$ cat config.mk
export PLATFORM = sky130hd
export DESIGN_NAME = elevator_speed_supervisor
export DESIGN_NICKNAME = d
export VERILOG_FILES = /design/src/design/elevator_speed_supervisor.v
export VERILOG_INCLUDE_DIRS = /design/src /design/src/design
export SDC_FILE = /design/constraint.sdc
export NUM_CORES = 2
export LEC_CHECK = 0
export BUFFER_PORTS_ARGS = -buffer_cell sky130_fd_sc_hd__buf_2
export CORE_MARGIN = 2
export CORE_UTILIZATION = 25
export DETAILED_ROUTE_END_ITERATION = 12
export PLACE_DENSITY = 0.48
export SYNTH_ARGS = -nofsm -noshare
export SYNTH_HDL_FRONTEND = slang
export SYNTH_SLANG_ARGS = --single-unit
$ cat constraint.sdc
create_clock -name clk_i -period 19.65 [get_ports clk_i]
set_input_delay 1.965 -clock clk_i [delete_from_list [all_inputs] [get_ports clk_i]]
set_output_delay 1.965 -clock clk_i [all_outputs]
set_load 0.01 [all_outputs]
$ cat src/design/elevator_speed_supervisor_defines.vh
// constants for the elevator speed supervisor
// assumes a 250 MHz system clock and one-cycle button touches
`ifndef ELEVATOR_SPEED_SUPERVISOR_DEFINES_VH
`define ELEVATOR_SPEED_SUPERVISOR_DEFINES_VH

// ****************************************
// timing
// ****************************************
`define CLK_MHZ      250
`define SEC_CYCLES   (`CLK_MHZ * 1000000)
`define MENU_TMO_S   5'h1E
`define CAL_RUN_S    5'h10
`define STARTUP_S    5'h0A
`define PPM_PER_PPS  16'h003C
`define SCALE_UNITY  30'h000004B0
`define DISP_MAX     17'h0270F

// ****************************************
// parameter set layout
// ****************************************
`define PW           51
`define F_SCALE      13:0
`define F_UA         18:14
`define F_US         23:19
`define F_OA         28:24
`define F_OS         33:29
`define F_OAD        37:34
`define F_OSD        42:38
`define F_ECODE      50:43
`define D_SCALE      14'h04B0
`define D_UA         5'h0A
`define D_US         5'h14
`define D_OA         5'h0A
`define D_OS         5'h14
`define D_OAD        4'hA
`define D_OSD        5'h14
`define D_ECODE      8'hAA

// ****************************************
// codes and limits
// ****************************************
`define CAL_CODE     6'h1B
`define IDX_ENG_LAST 3'h6
`define IDX_FAC_LAST 3'h7

// ****************************************
// register offsets
// ****************************************
`define R_STATUS     8'h00
`define R_SPEED      8'h04
`define R_DISPLAY    8'h08
`define R_CALSPEED   8'h0C
`define R_CTRL       8'h10
`define R_PAR_LO     8'h14
`define R_PAR_HI     8'h18
`endif

$ cat src/design/elevator_speed_supervisor.v
// speed supervision, display scaling and three-button setup menu
// assumes synchronous inputs, one-cycle touches, nv store outside
//
// Register access over Wishbone and the address map were chosen for this implementation.
`include "elevator_speed_supervisor_defines.vh"

// Notes on behaviour
// - load saved parameters at power-up, else defaults
// - thirty idle seconds leave the menu
// - C opens menu, B moves, C enters
// - A abandons the main menu
// - setup: A/B select or step, C accepts
// - engineer access needs code B,B,B,B
// - engineer sequence starts at scale, ends save
// - factory shows code number, wider ranges
// - factory code reused until save answered yes
// - factory sequence can change engineer code
// - scale 0.01 to 99.99, default 12.00
// - display equals ppm times scale over twelve
// - scale affects display only, not trips
// - display above 9999 shows overrange
// - underspeed alarm: alarm lamp, alarm relay drops
// - underspeed stop: stop lamp, stop relay drops
// - overspeed alarm: lamp now, relay after delay
// - overspeed stop: lamp now, relay after delay
// - calibrate after interlock and start-up delay
// - sixteen second run stores averaged speed
// - interlock loss aborts calibration, drops relays
// - overspeed alarm delay one to ten seconds
// - overspeed stop delay default twenty seconds
module elevator_speed_supervisor #(
	parameter            TICKS_PER_SEC = `SEC_CYCLES,
	parameter [7:0]      FAC_KEY       = 8'h5A // arbitrary value
) (
	input  wire          clk_i,
	input  wire          rst_i,
	input  wire          ce_i,
	input  wire          wb_cyc_i,
	input  wire          wb_stb_i,
	input  wire          wb_we_i,
	input  wire [7:0]    wb_adr_i,
	input  wire [31:0]   wb_dat_i,
	input  wire [3:0]    wb_sel_i,
	output reg  [31:0]   wb_dat_o,
	output reg           wb_ack_o,
	input  wire          btn_a_i,
	input  wire          btn_b_i,
	input  wire          btn_c_i,
	input  wire          probe_i,
	input  wire          interlock_i,
	input  wire          nv_valid_i,
	input  wire          nv_blank_i,
	input  wire [50:0]   nv_data_i,
	output reg           nv_wr_o,
	output wire [50:0]   nv_wr_data_o,
	output reg  [13:0]   disp_o,
	output reg           disp_over_o,
	output wire [3:0]    menu_state_o,
	output reg           cursor_o,
	output reg  [7:0]    code_num_o,
	output reg  [2:0]    edit_idx_o,
	output reg  [15:0]   edit_val_o,
	output reg           save_yes_o,
	output reg  [6:0]    progress_o,
	output reg           alarm_lamp_o,
	output reg           stop_lamp_o,
	output reg           alarm_relay_o,
	output reg           stop_relay_o
);

	localparam [31:0] TMAX_W = TICKS_PER_SEC - 1;
	localparam [27:0] TMAX = TMAX_W[27:0];
	localparam [3:0] S_LOAD = 4'h0, S_STATUS = 4'h1, S_MAIN = 4'h2,
		S_CALCODE = 4'h3, S_WAIT_IL = 4'h4, S_STARTUP = 4'h5,
		S_CALRUN = 4'h6, S_SETSEL = 4'h7, S_ENGCODE = 4'h8,
		S_FACCODE = 4'h9, S_EDIT = 4'hA, S_SAVE = 4'hB;

	// ****************************************
	// second tick and speed measurement
	// ****************************************
	reg  [27:0] tick;
	reg         probe_q;
	reg  [9:0]  pcnt;
	reg  [15:0] ppm;
	wire        sec   = (tick == TMAX);
	wire        pedge = probe_i & ~probe_q;

	always @(posedge clk_i) begin
		if (rst_i) begin
			tick    <= 28'h0000000;
			probe_q <= 1'b0;
			pcnt    <= 10'h000;
			ppm     <= 16'h0000;
		end else if (ce_i) begin
			probe_q <= probe_i;
			tick    <= sec ? 28'h0000000 : tick + 28'h0000001;
			if (sec) begin
				ppm  <= {6'h00, pcnt} * `PPM_PER_PPS;
				pcnt <= {9'h000, pedge};
			end else if (pedge && pcnt != 10'h3FF) begin
				pcnt <= pcnt + 10'h001;
			end
		end
	end

	// ****************************************
	// parameter set and menu state
	// ****************************************
	reg  [50:0] par, ed;
	reg  [50:0] next_ed;
	reg  [3:0]  st;
	reg  [4:0]  idle, secs;
	reg  [7:0]  code_sr;
	reg  [2:0]  code_n;
	reg  [2:0]  eidx;
	reg         fac, yes, calibrated, mon_en;
	reg  [7:0]  chal;
	reg  [13:0] cacc;
	reg  [15:0] cal;
	reg  [15:0] cv, lo, hi, nv;

	wire [1:0] bt  = btn_c_i ? 2'h3 : btn_b_i ? 2'h2 :
		btn_a_i ? 2'h1 : 2'h0;
	wire       any = (bt != 2'h0);
	wire [7:0] sr_n = {code_sr[5:0], bt};
	wire [13:0] cacc_fin = cacc + {13'h0000, pedge};
	wire [17:0] cal_x = {4'h0, cacc_fin} * 18'h0000F;
	wire in_menu = (st == S_MAIN) || (st == S_CALCODE) ||
		(st == S_SETSEL) || (st == S_ENGCODE) ||
		(st == S_FACCODE) || (st == S_EDIT) || (st == S_SAVE);

	assign menu_state_o = st;
	assign nv_wr_data_o = par;

	// trip percentage and stop delay limits are wider once factory access is granted
	always @* begin
		cv = 16'h0000;
		lo = 16'h0001;
		hi = 16'h0001;
		next_ed = ed;
		case (eidx)
		3'h0: begin
			cv = {2'h0, ed[`F_SCALE]};
			hi = 16'h270F;
		end
		3'h1, 3'h2, 3'h3, 3'h4: begin
			case (eidx)
			3'h1: cv = {11'h000, ed[`F_UA]};
			3'h2: cv = {11'h000, ed[`F_US]};
			3'h3: cv = {11'h000, ed[`F_OA]};
			default: cv = {11'h000, ed[`F_OS]};
			endcase
			lo = fac ? 16'h0001 : 16'h0005;
			hi = fac ? 16'h001E : 16'h0014;
		end
		3'h5: begin
			cv = {12'h000, ed[`F_OAD]};
			hi = 16'h000A;
		end
		3'h6: begin
			cv = {11'h000, ed[`F_OSD]};
			hi = fac ? 16'h001E : 16'h0014;
		end
		default: begin
			cv = {8'h00, ed[`F_ECODE]};
			lo = 16'h0000;
			hi = 16'h00FF;
		end
		endcase
		nv = cv;
		if (bt == 2'h1 && cv > lo)
			nv = cv - 16'h0001;
		if (bt == 2'h2 && cv < hi)
			nv = cv + 16'h0001;
		case (eidx)
		3'h0: next_ed[`F_SCALE] = nv[13:0];
		3'h1: next_ed[`F_UA] = nv[4:0];
		3'h2: next_ed[`F_US] = nv[4:0];
		3'h3: next_ed[`F_OA] = nv[4:0];
		3'h4: next_ed[`F_OS] = nv[4:0];
		3'h5: next_ed[`F_OAD] = nv[3:0];
		3'h6: next_ed[`F_OSD] = nv[4:0];
		default: next_ed[`F_ECODE] = nv[7:0];
		endcase
	end

	always @(posedge clk_i) begin
		if (rst_i) begin
			st <= S_LOAD;
			par <= {`D_ECODE, `D_OSD, `D_OAD, `D_OS, `D_OA, `D_US,
				`D_UA, `D_SCALE};
			ed <= {`PW{1'b0}};
			idle <= 5'h00;
			secs <= 5'h00;
			code_sr <= 8'h00;
			code_n <= 3'h0;
			eidx <= 3'h0;
			fac <= 1'b0;
			yes <= 1'b0;
			chal <= 8'h01;
			cacc <= 14'h0000;
			cal <= 16'h0000;
			calibrated <= 1'b0;
			cursor_o <= 1'b0;
			nv_wr_o <= 1'b0;
		end else if (ce_i) begin
			nv_wr_o <= 1'b0;
			if (any || !in_menu)
				idle <= 5'h00;
			else if (sec)
				idle <= idle + 5'h01;
			if (any)
				code_sr <= sr_n;
			if (in_menu && sec && idle == `MENU_TMO_S - 5'h01) begin
				st <= S_STATUS;
			end else begin
				case (st)
				S_LOAD: if (nv_valid_i) begin
					if (!nv_blank_i)
						par <= nv_data_i;
					st <= S_STATUS;
				end
				S_STATUS: if (bt == 2'h3) begin
					st <= S_MAIN;
					cursor_o <= 1'b0;
				end
				S_MAIN: begin
					if (bt == 2'h1)
						st <= S_STATUS;
					else if (bt == 2'h2)
						cursor_o <= ~cursor_o;
					else if (bt == 2'h3) begin
						st <= cursor_o ? S_SETSEL : S_CALCODE;
						cursor_o <= 1'b0;
						code_n <= 3'h0;
					end
				end
				S_CALCODE: if (any) begin
					code_n <= code_n + 3'h1;
					if (code_n == 3'h2)
						st <= (sr_n[5:0] == `CAL_CODE) ?
							S_WAIT_IL : S_STATUS;
				end
				S_WAIT_IL: begin
					if (interlock_i) begin
						st <= S_STARTUP;
						secs <= `STARTUP_S;
					end else if (bt == 2'h1)
						st <= S_STATUS;
				end
				S_STARTUP: begin
					if (!interlock_i)
						st <= S_STATUS;
					else if (sec) begin
						secs <= secs - 5'h01;
						if (secs == 5'h01) begin
							st <= S_CALRUN;
							secs <= 5'h00;
							cacc <= 14'h0000;
						end
					end
				end
				S_CALRUN: begin
					if (!interlock_i)
						st <= S_STATUS;
					else if (sec && secs == `CAL_RUN_S - 5'h01) begin
						cal <= cal_x[17:2];
						calibrated <= 1'b1;
						st <= S_STATUS;
					end else begin
						if (pedge)
							cacc <= cacc_fin;
						if (sec)
							secs <= secs + 5'h01;
					end
				end
				S_SETSEL: begin
					if (bt == 2'h1 || bt == 2'h2)
						cursor_o <= ~cursor_o;
					else if (bt == 2'h3) begin
						st <= cursor_o ? S_FACCODE : S_ENGCODE;
						fac <= cursor_o;
						code_n <= 3'h0;
					end
				end
				S_ENGCODE, S_FACCODE: if (any) begin
					code_n <= code_n + 3'h1;
					if (code_n == 3'h3) begin
						ed <= par;
						eidx <= 3'h0;
						if ((st == S_ENGCODE &&
							sr_n == par[`F_ECODE]) ||
							(st == S_FACCODE &&
							sr_n == (chal ^ FAC_KEY)))
							st <= S_EDIT;
						else
							st <= S_STATUS;
					end
				end
				S_EDIT: begin
					if (bt == 2'h3) begin
						if (eidx == (fac ? `IDX_FAC_LAST :
							`IDX_ENG_LAST)) begin
							st <= S_SAVE;
							yes <= 1'b0;
						end else
							eidx <= eidx + 3'h1;
					end else
						ed <= next_ed;
				end
				S_SAVE: begin
					if (bt == 2'h1 || bt == 2'h2)
						yes <= ~yes;
					else if (bt == 2'h3) begin
						if (yes) begin
							par <= ed;
							nv_wr_o <= 1'b1;
							if (fac)
								chal <= chal + 8'h01;
						end
						st <= S_STATUS;
					end
				end
				default: st <= S_STATUS;
				endcase
			end
		end
	end

	// ****************************************
	// supervision
	// ****************************************
	function [15:0] thr;
		input [15:0] c;
		input [7:0]  pct;
		reg   [23:0] p;
		reg   [23:0] q;
		begin
			p = c * pct;
			q = p / 24'h000064;
			thr = q[15:0];
		end
	endfunction

	reg  [4:0]  rs_cnt, os_cnt;
	reg  [3:0]  oa_cnt;
	// thresholds use cal only, never the scale factor
	wire [15:0] th_ua = thr(cal, 8'h64 - {3'h0, par[`F_UA]});
	wire [15:0] th_us = thr(cal, 8'h64 - {3'h0, par[`F_US]});
	wire [15:0] th_oa = thr(cal, 8'h64 + {3'h0, par[`F_OA]});
	wire [15:0] th_os = thr(cal, 8'h64 + {3'h0, par[`F_OS]});
	wire cal_st = (st == S_WAIT_IL) || (st == S_STARTUP) ||
		(st == S_CALRUN);
	wire mon  = calibrated && mon_en && interlock_i && !cal_st &&
		(rs_cnt == 5'h00);
	wire ua_t = mon && (ppm <= th_ua);
	wire us_t = mon && (ppm <= th_us);
	wire oa_t = mon && (ppm >= th_oa);
	wire os_t = mon && (ppm >= th_os);
	wire oa_trip = oa_t && (oa_cnt >= par[`F_OAD]);
	wire os_trip = os_t && (os_cnt >= par[`F_OSD]);

	// ****************************************
	// display scaling
	// ****************************************
	wire [29:0] dprod = {14'h0000, ppm} * {16'h0000, par[`F_SCALE]};
	wire [29:0] dval  = dprod / `SCALE_UNITY;
	// widened so secs*100 keeps its top bits before the divide by 16
	wire [11:0] prog_x = {7'h00, secs} * 12'h064;

	always @(posedge clk_i) begin
		if (rst_i) begin
			rs_cnt <= `STARTUP_S;
			oa_cnt <= 4'h0;
			os_cnt <= 5'h00;
			disp_o <= 14'h0000;
			disp_over_o <= 1'b0;
			alarm_lamp_o <= 1'b0;
			stop_lamp_o <= 1'b0;
			alarm_relay_o <= 1'b0;
			stop_relay_o <= 1'b0;
			progress_o <= 7'h00;
			code_num_o <= 8'h00;
			edit_idx_o <= 3'h0;
			edit_val_o <= 16'h0000;
			save_yes_o <= 1'b0;
		end else if (ce_i) begin
			// start-up grace restarts on every interlock rise
			if (!interlock_i)
				rs_cnt <= `STARTUP_S;
			else if (st == S_CALRUN)
				rs_cnt <= 5'h00;
			else if (sec && rs_cnt != 5'h00)
				rs_cnt <= rs_cnt - 5'h01;
			if (!oa_t)
				oa_cnt <= 4'h0;
			else if (sec && oa_cnt != 4'hF)
				oa_cnt <= oa_cnt + 4'h1;
			if (!os_t)
				os_cnt <= 5'h00;
			else if (sec && os_cnt != 5'h1F)
				os_cnt <= os_cnt + 5'h01;
			disp_over_o <= (dval > {13'h0000, `DISP_MAX});
			disp_o <= (dval > {13'h0000, `DISP_MAX}) ?
				14'h3FFF : dval[13:0];
			alarm_lamp_o <= !calibrated || ua_t || oa_t;
			stop_lamp_o <= us_t || os_t;
			alarm_relay_o <= interlock_i && !ua_t && !oa_trip;
			stop_relay_o <= interlock_i && !us_t && !os_trip;
			progress_o <= (st == S_CALRUN) ?
				prog_x[10:4] : 7'h00;
			code_num_o <= chal;
			edit_idx_o <= eidx;
			edit_val_o <= cv;
			save_yes_o <= yes;
		end
	end

	// ****************************************
	// wishbone slave
	// ****************************************
	wire acc = wb_cyc_i && wb_stb_i && !wb_ack_o;

	always @(posedge clk_i) begin
		if (rst_i) begin
			wb_ack_o <= 1'b0;
			wb_dat_o <= 32'h00000000;
			mon_en <= 1'b1;
		end else if (ce_i) begin
			wb_ack_o <= acc;
			wb_dat_o <= 32'h00000000;
			if (acc && wb_we_i && wb_adr_i == `R_CTRL && wb_sel_i[0])
				mon_en <= wb_dat_i[0];
			if (acc && !wb_we_i) begin
				case (wb_adr_i)
				`R_STATUS: wb_dat_o <= {20'h00000, st,
					calibrated, mon, alarm_lamp_o, stop_lamp_o,
					alarm_relay_o, stop_relay_o, disp_over_o,
					mon_en};
				`R_SPEED: wb_dat_o <= {16'h0000, ppm};
				`R_DISPLAY: wb_dat_o <= {18'h00000, disp_o};
				`R_CALSPEED: wb_dat_o <= {16'h0000, cal};
				`R_CTRL: wb_dat_o <= {31'h00000000, mon_en};
				`R_PAR_LO: wb_dat_o <= par[31:0];
				`R_PAR_HI: wb_dat_o <= {13'h0000, par[50:32]};
				default: wb_dat_o <= 32'h00000000;
				endcase
			end
		end
	end

endmodule

==> results.rst <==
.. list-table::
   :header-rows: 1

   * - Metric
     - Value
   * - CP most frequent cell
     - buf_4
   * - Pwr dens
     - roughly 21 mW/mm^2
   * - Post-layout util
     - a little under a third
   * - Count of boundary I/O pins
     - between 200 and 300
   * - Clock Sink Count
     - around 320
   * - Status
     - finished, violations left
   * - Overflow left after global routing
     - 0
   * - Setup violations, final
     - 9
   * - CP Class
     - flop to flop
   * - Proportion of synthesized chip area in sequential cells
     - roughly a tenth
   * - Global-route wire length before repair
     - between 300000 and 400000 um
   * - Top cells by area in the synthesized netlist
     - fa_1 (16%), dfxtp_1 (10%), ha_1 (9.3%)
   * - Area share of the largest cell type after synthesis
     - roughly 16%
   * - Proportion of synthesized flip-flops having asynchronous set or reset
     - 0%
   * - Actual slew at the worst max-slew pin
     - between 1000 and 1500 ps
   * - FF+latch count, synth
     - between 300 and 400
   * - Number of buffers between clock root and the deepest sink
     - 3
   * - Setup slack of the critical path after layout
     - -88.45 ps
   * - Total wirelength of the detailed-routed design
     - roughly 240000 um
   * - Clock transition at the registers of the reported paths
     - approximately 60 ps
   * - Tmin final
     - between 15000 and 20000 ps
   * - Library cell with the largest summed area after synthesis
     - fa_1
   * - Data arrival at the endpoint of the critical path
     - just over 20000 ps
   * - Maximum fanout count along the critical path
     - 9
   * - Hold path endpoint
     - progress_o[1]$_SDFFE_PP0P_
   * - Endpoint required time on the critical path
     - roughly 20000 ps
   * - Worst vdd rail ir drop
     - a little under 0.00008 V
   * - Floorplan row count
     - approximately 180
   * - Placed wire-length estimate
     - 195100 um
   * - Global-route usage over all layers
     - between 10% and 20%
   * - 1st-iter DRT viols
     - between 4000 and 5000
   * - Final hold viol count
     - 0
   * - H-tree level count
     - 2
   * - Post-synthesis compound-gate area fraction
     - about 25%
   * - Startpoint type of the worst setup path
     - flop
   * - Hold Buf Count CTS
     - 0
   * - Post-layout instance count excluding filler cells
     - between 10000 and 15000
   * - Critical path's largest stage delay
     - approximately 560 ps
   * - Critical register-to-register path endpoint
     - disp_o[8]$_SDFFE_PP0P_
   * - Final-report max-slew violation count
     - 0
   * - Synthesized-area fraction occupied by and/or/nand/nor cells
     - a little under a quarter
   * - Detail Route Antenna Nets
     - 0
   * - Post-DR wirelength/cell
     - a little under 20 um
   * - Max-cap violations
     - 0
   * - GPL Wtd Cong
     - 0.9126
   * - Internal reg-to-reg setup slack
     - -90 ps
   * - Max stage delay cell, worst path
     - fa_1
   * - Post-route worst hold slack
     - about 470 ps
   * - TritonCTS buffer count
     - 43
   * - Period Utilization, post-route
     - 100.5%
   * - Number of synthesized flops with an enable pin
     - 0
   * - Launch point of the worst hold path
     - progress_o[1]$_SDFFE_PP0P_
   * - Number of global-route vias before repair
     - between 60000 and 70000
   * - Count of cells along the worst register-to-register path
     - 84
   * - Kind of end point of the critical path
     - flop
   * - Initial cell density of the core
     - 25.07%
   * - Fraction of synthesized cell area in xor and xnor cells
     - a little over 6%
   * - Peak Freq
     - between 50 and 60 MHz
   * - Synthesized netlist cell count
     - between 8000 and 9000
   * - Post-synthesis to final-layout area growth
     - 25.74%
   * - Count of cell types in the netlist
     - around 150
   * - Die area
     - ~0.26 sq mm
   * - Number of buffer cells added on primary ports
     - 215
   * - Clock Skew
     - approximately 36 ps
   * - Clk_lat worst skew
     - between 600 and 700 ps
   * - Cell depth of the worst min-delay path
     - 2
   * - Hold WC Path Type
     - flop to flop
   * - Dominant combinational cell family by area after synthesis
     - compound AO/OA/AOI/OAI gates
   * - Fraction of final layout cells sized beyond drive strength 1
     - 21.80%
   * - Mux share of post-synthesis cell area
     - 3.350%
   * - Maximum number of pins on one net before global-route repair
     - 185
   * - Synth Area per Inst
     - approximately 7.7 sq um
   * - Worst flop-to-flop path startpoint
     - ppm[9]$_SDFFE_PP0P_
   * - Leakage
     - roughly 36 nW
   * - Core region area
     - 0.2507 sq mm
   * - Number of vias after detailed routing
     - roughly 65000
   * - CTS tree
     - built
   * - Cell area after technology mapping
     - 0.06286 sq mm
   * - Antenna violations before repair
     - 18
   * - Drt pass-1 iters
     - 8
   * - Horiz. Die Dim
     - between 500 and 600 um
   * - Tightest slew margin relative to the limit
     - approximately 14%
   * - Via density per instance
     - roughly 5.2
   * - Adder-Cell Fraction of Synth Area
     - 25.23%
   * - Cell total after placement
     - approximately 12000
   * - Synthesis Warnings
     - 0
   * - DRC violations left
     - 0
   * - Die span in y
     - ~500 um
   * - Total number of nets in the final design
     - between 10000 and 15000
   * - Cell at the root of the clock tree
     - clkbuf_16
   * - RSZ-0062 raised after global routing
     - yes
   * - Flip-flop cell with the highest count after synthesis
     - dfxtp_1
   * - Failing checks
     - negative setup slack
[layer usage]
layer	global-route usage [%]	vias up	part of all wire [%]
met5	0	-	0.026
met4	5.905	10	3.9
met3	1.672	304	4.6
met2	30.32	1703	47
met1	24.38	32290	45
li1	-	31190	-
[metrics by stage]
stage                     TNS (ps)  setup slack, ps  instance area [sq um]  power, mW
final                       -327.2           -88.45                  79040      1.679
after global routing         -9984           -832.6                  79040      1.729
after CTS                   -158.4           -70.40                  76770      1.693
after detailed placement    -10750           -793.7                  74390     0.8716
after global placement       -7461           -570.3                  74390     0.8702
after floorplan                  0            5.789                  63290     0.7728
[final cells by class]
| type | count | area, sq um |
|---|---|---|
| Sequential cell | 324 | 6544 |
| Antenna cell | 5 | 12.51 |
| Clock inverter | 20 | 279.0 |
| Clock buffer | 57 | 1169 |
| Timing Repair Buffer | 1285 | 9365 |
| Inverter | 706 | 2655 |
| Fill cell | 26770 | 171700 |
| Tap cell | 3348 | 4189 |
| Multi-Input combinational cell | 6787 | 54830 |
[registers in the layout (all words and copies together) (netlist names), 10 cells and up]
| signal | count |
|---|---|
| cal | 16 |
| nv_wr_data_o | 51 |
| ppm | 14 |
| wb_dat_o | 32 |
| edit_val_o | 14 |
| cacc | 14 |
| pcnt | 10 |
| tick | 28 |
| ed | 51 |
| disp_o | 14 |
[cell usage in the layout (no fill, tap or decap), drive strengths merged, types with 61 or more instances in the layout]
cell type | Yosys | layout
fa | 492 | 492
and2 | 358 | 358
xor2 | 109 | 109
or3 | 75 | 75
ha | 465 | 465
a211oi | 154 | 154
dfxtp | 324 | 324
o21a | 61 | 61
o21bai | 79 | 79
o21ai | 362 | 362
nand2b | 88 | 88
nand4 | 91 | 91
nand3 | 246 | 246
a22oi | 81 | 81
buf | 60 | 1284
nand2 | 799 | 799
o211ai | 121 | 121
a31oi | 83 | 83
mux2i | 156 | 156
and3 | 74 | 74
a21o | 105 | 105
nor2b | 87 | 87
nor3 | 201 | 201
xnor2 | 329 | 329
inv | 702 | 705
nor2 | 692 | 692
a21oi | 512 | 512
[critical path, delay by kind of cell, from the launching register on]
family	cells	cell delay (ps)
and+or+nand+nor	17	3250
buffers and inverters	21	3180
muxes	4	1270
DFF	1	380
AOI/OAI and AO/OA	32	7880
xor gates and xnor gates	3	430
adders and majority gates	7	3240
[synth_stat cells, drive strengths merged, types with 43 or more instances]
library cell,n
mux2,45
or3,75
nand4,91
xor2,109
dfxtp,324
nand2b,88
nor3,201
nor2b,87
o21a,61
and2,358
o21ai,362
or2,57
a311oi,45
nand2,799
a211o,45
nor4,57
a211oi,154
and3,74
buf,60
a21oi,512
a21o,105
clkbuf,339
o221ai,46
fa,492
o22ai,52
nand3,246
ha,465
mux2i,156
o21bai,79
o31ai,43
a31oi,83
o211ai,121
nor2,692
inv,702
xnor2,329
a22oi,81
[cell families (layout without fill, tap and decap cells)]
kind of cell,Yosys count,in the layout
buf+inv,1105,2068
flops,324,324
other cells,1,7
mux,202,202
simple gates,2915,2915
compound gates,2253,2253
fa+ha+maj,976,976
xor+xnor,439,439
[repair_timing]
action	CTS	global route
resized for setup	138	374
buffers inserted	25	63
endpoints found under the setup margin	26	27
gates cloned	0	1
pin swaps	82	96
[power breakdown]
part           total (mW)  switching (mW)  internal (mW)
Sequential          0.688          0.0209          0.667
Combinational       0.171           0.118         0.0529
Clock               0.820           0.343          0.478
[how the worst max path moves through the flow]
stage	depth (start not counted)	from	end
after floorplan	78	nv_wr_data_o[4]$_SDFFE_PP1P_	disp_o[10]$_SDFFE_PP0P_
after global placement	78	nv_wr_data_o[9]$_SDFFE_PP0P_	disp_o[8]$_SDFFE_PP0P_
after detailed placement	81	nv_wr_data_o[9]$_SDFFE_PP0P_	disp_o[8]$_SDFFE_PP0P_
after CTS	81	ppm[9]$_SDFFE_PP0P_	disp_o[8]$_SDFFE_PP0P_
after global routing	81	ppm[9]$_SDFFE_PP0P_	disp_o[7]$_SDFFE_PP0P_
final	84	ppm[9]$_SDFFE_PP0P_	disp_o[8]$_SDFFE_PP0P_
Note: power is estimated with default switching activity, not from simulation.
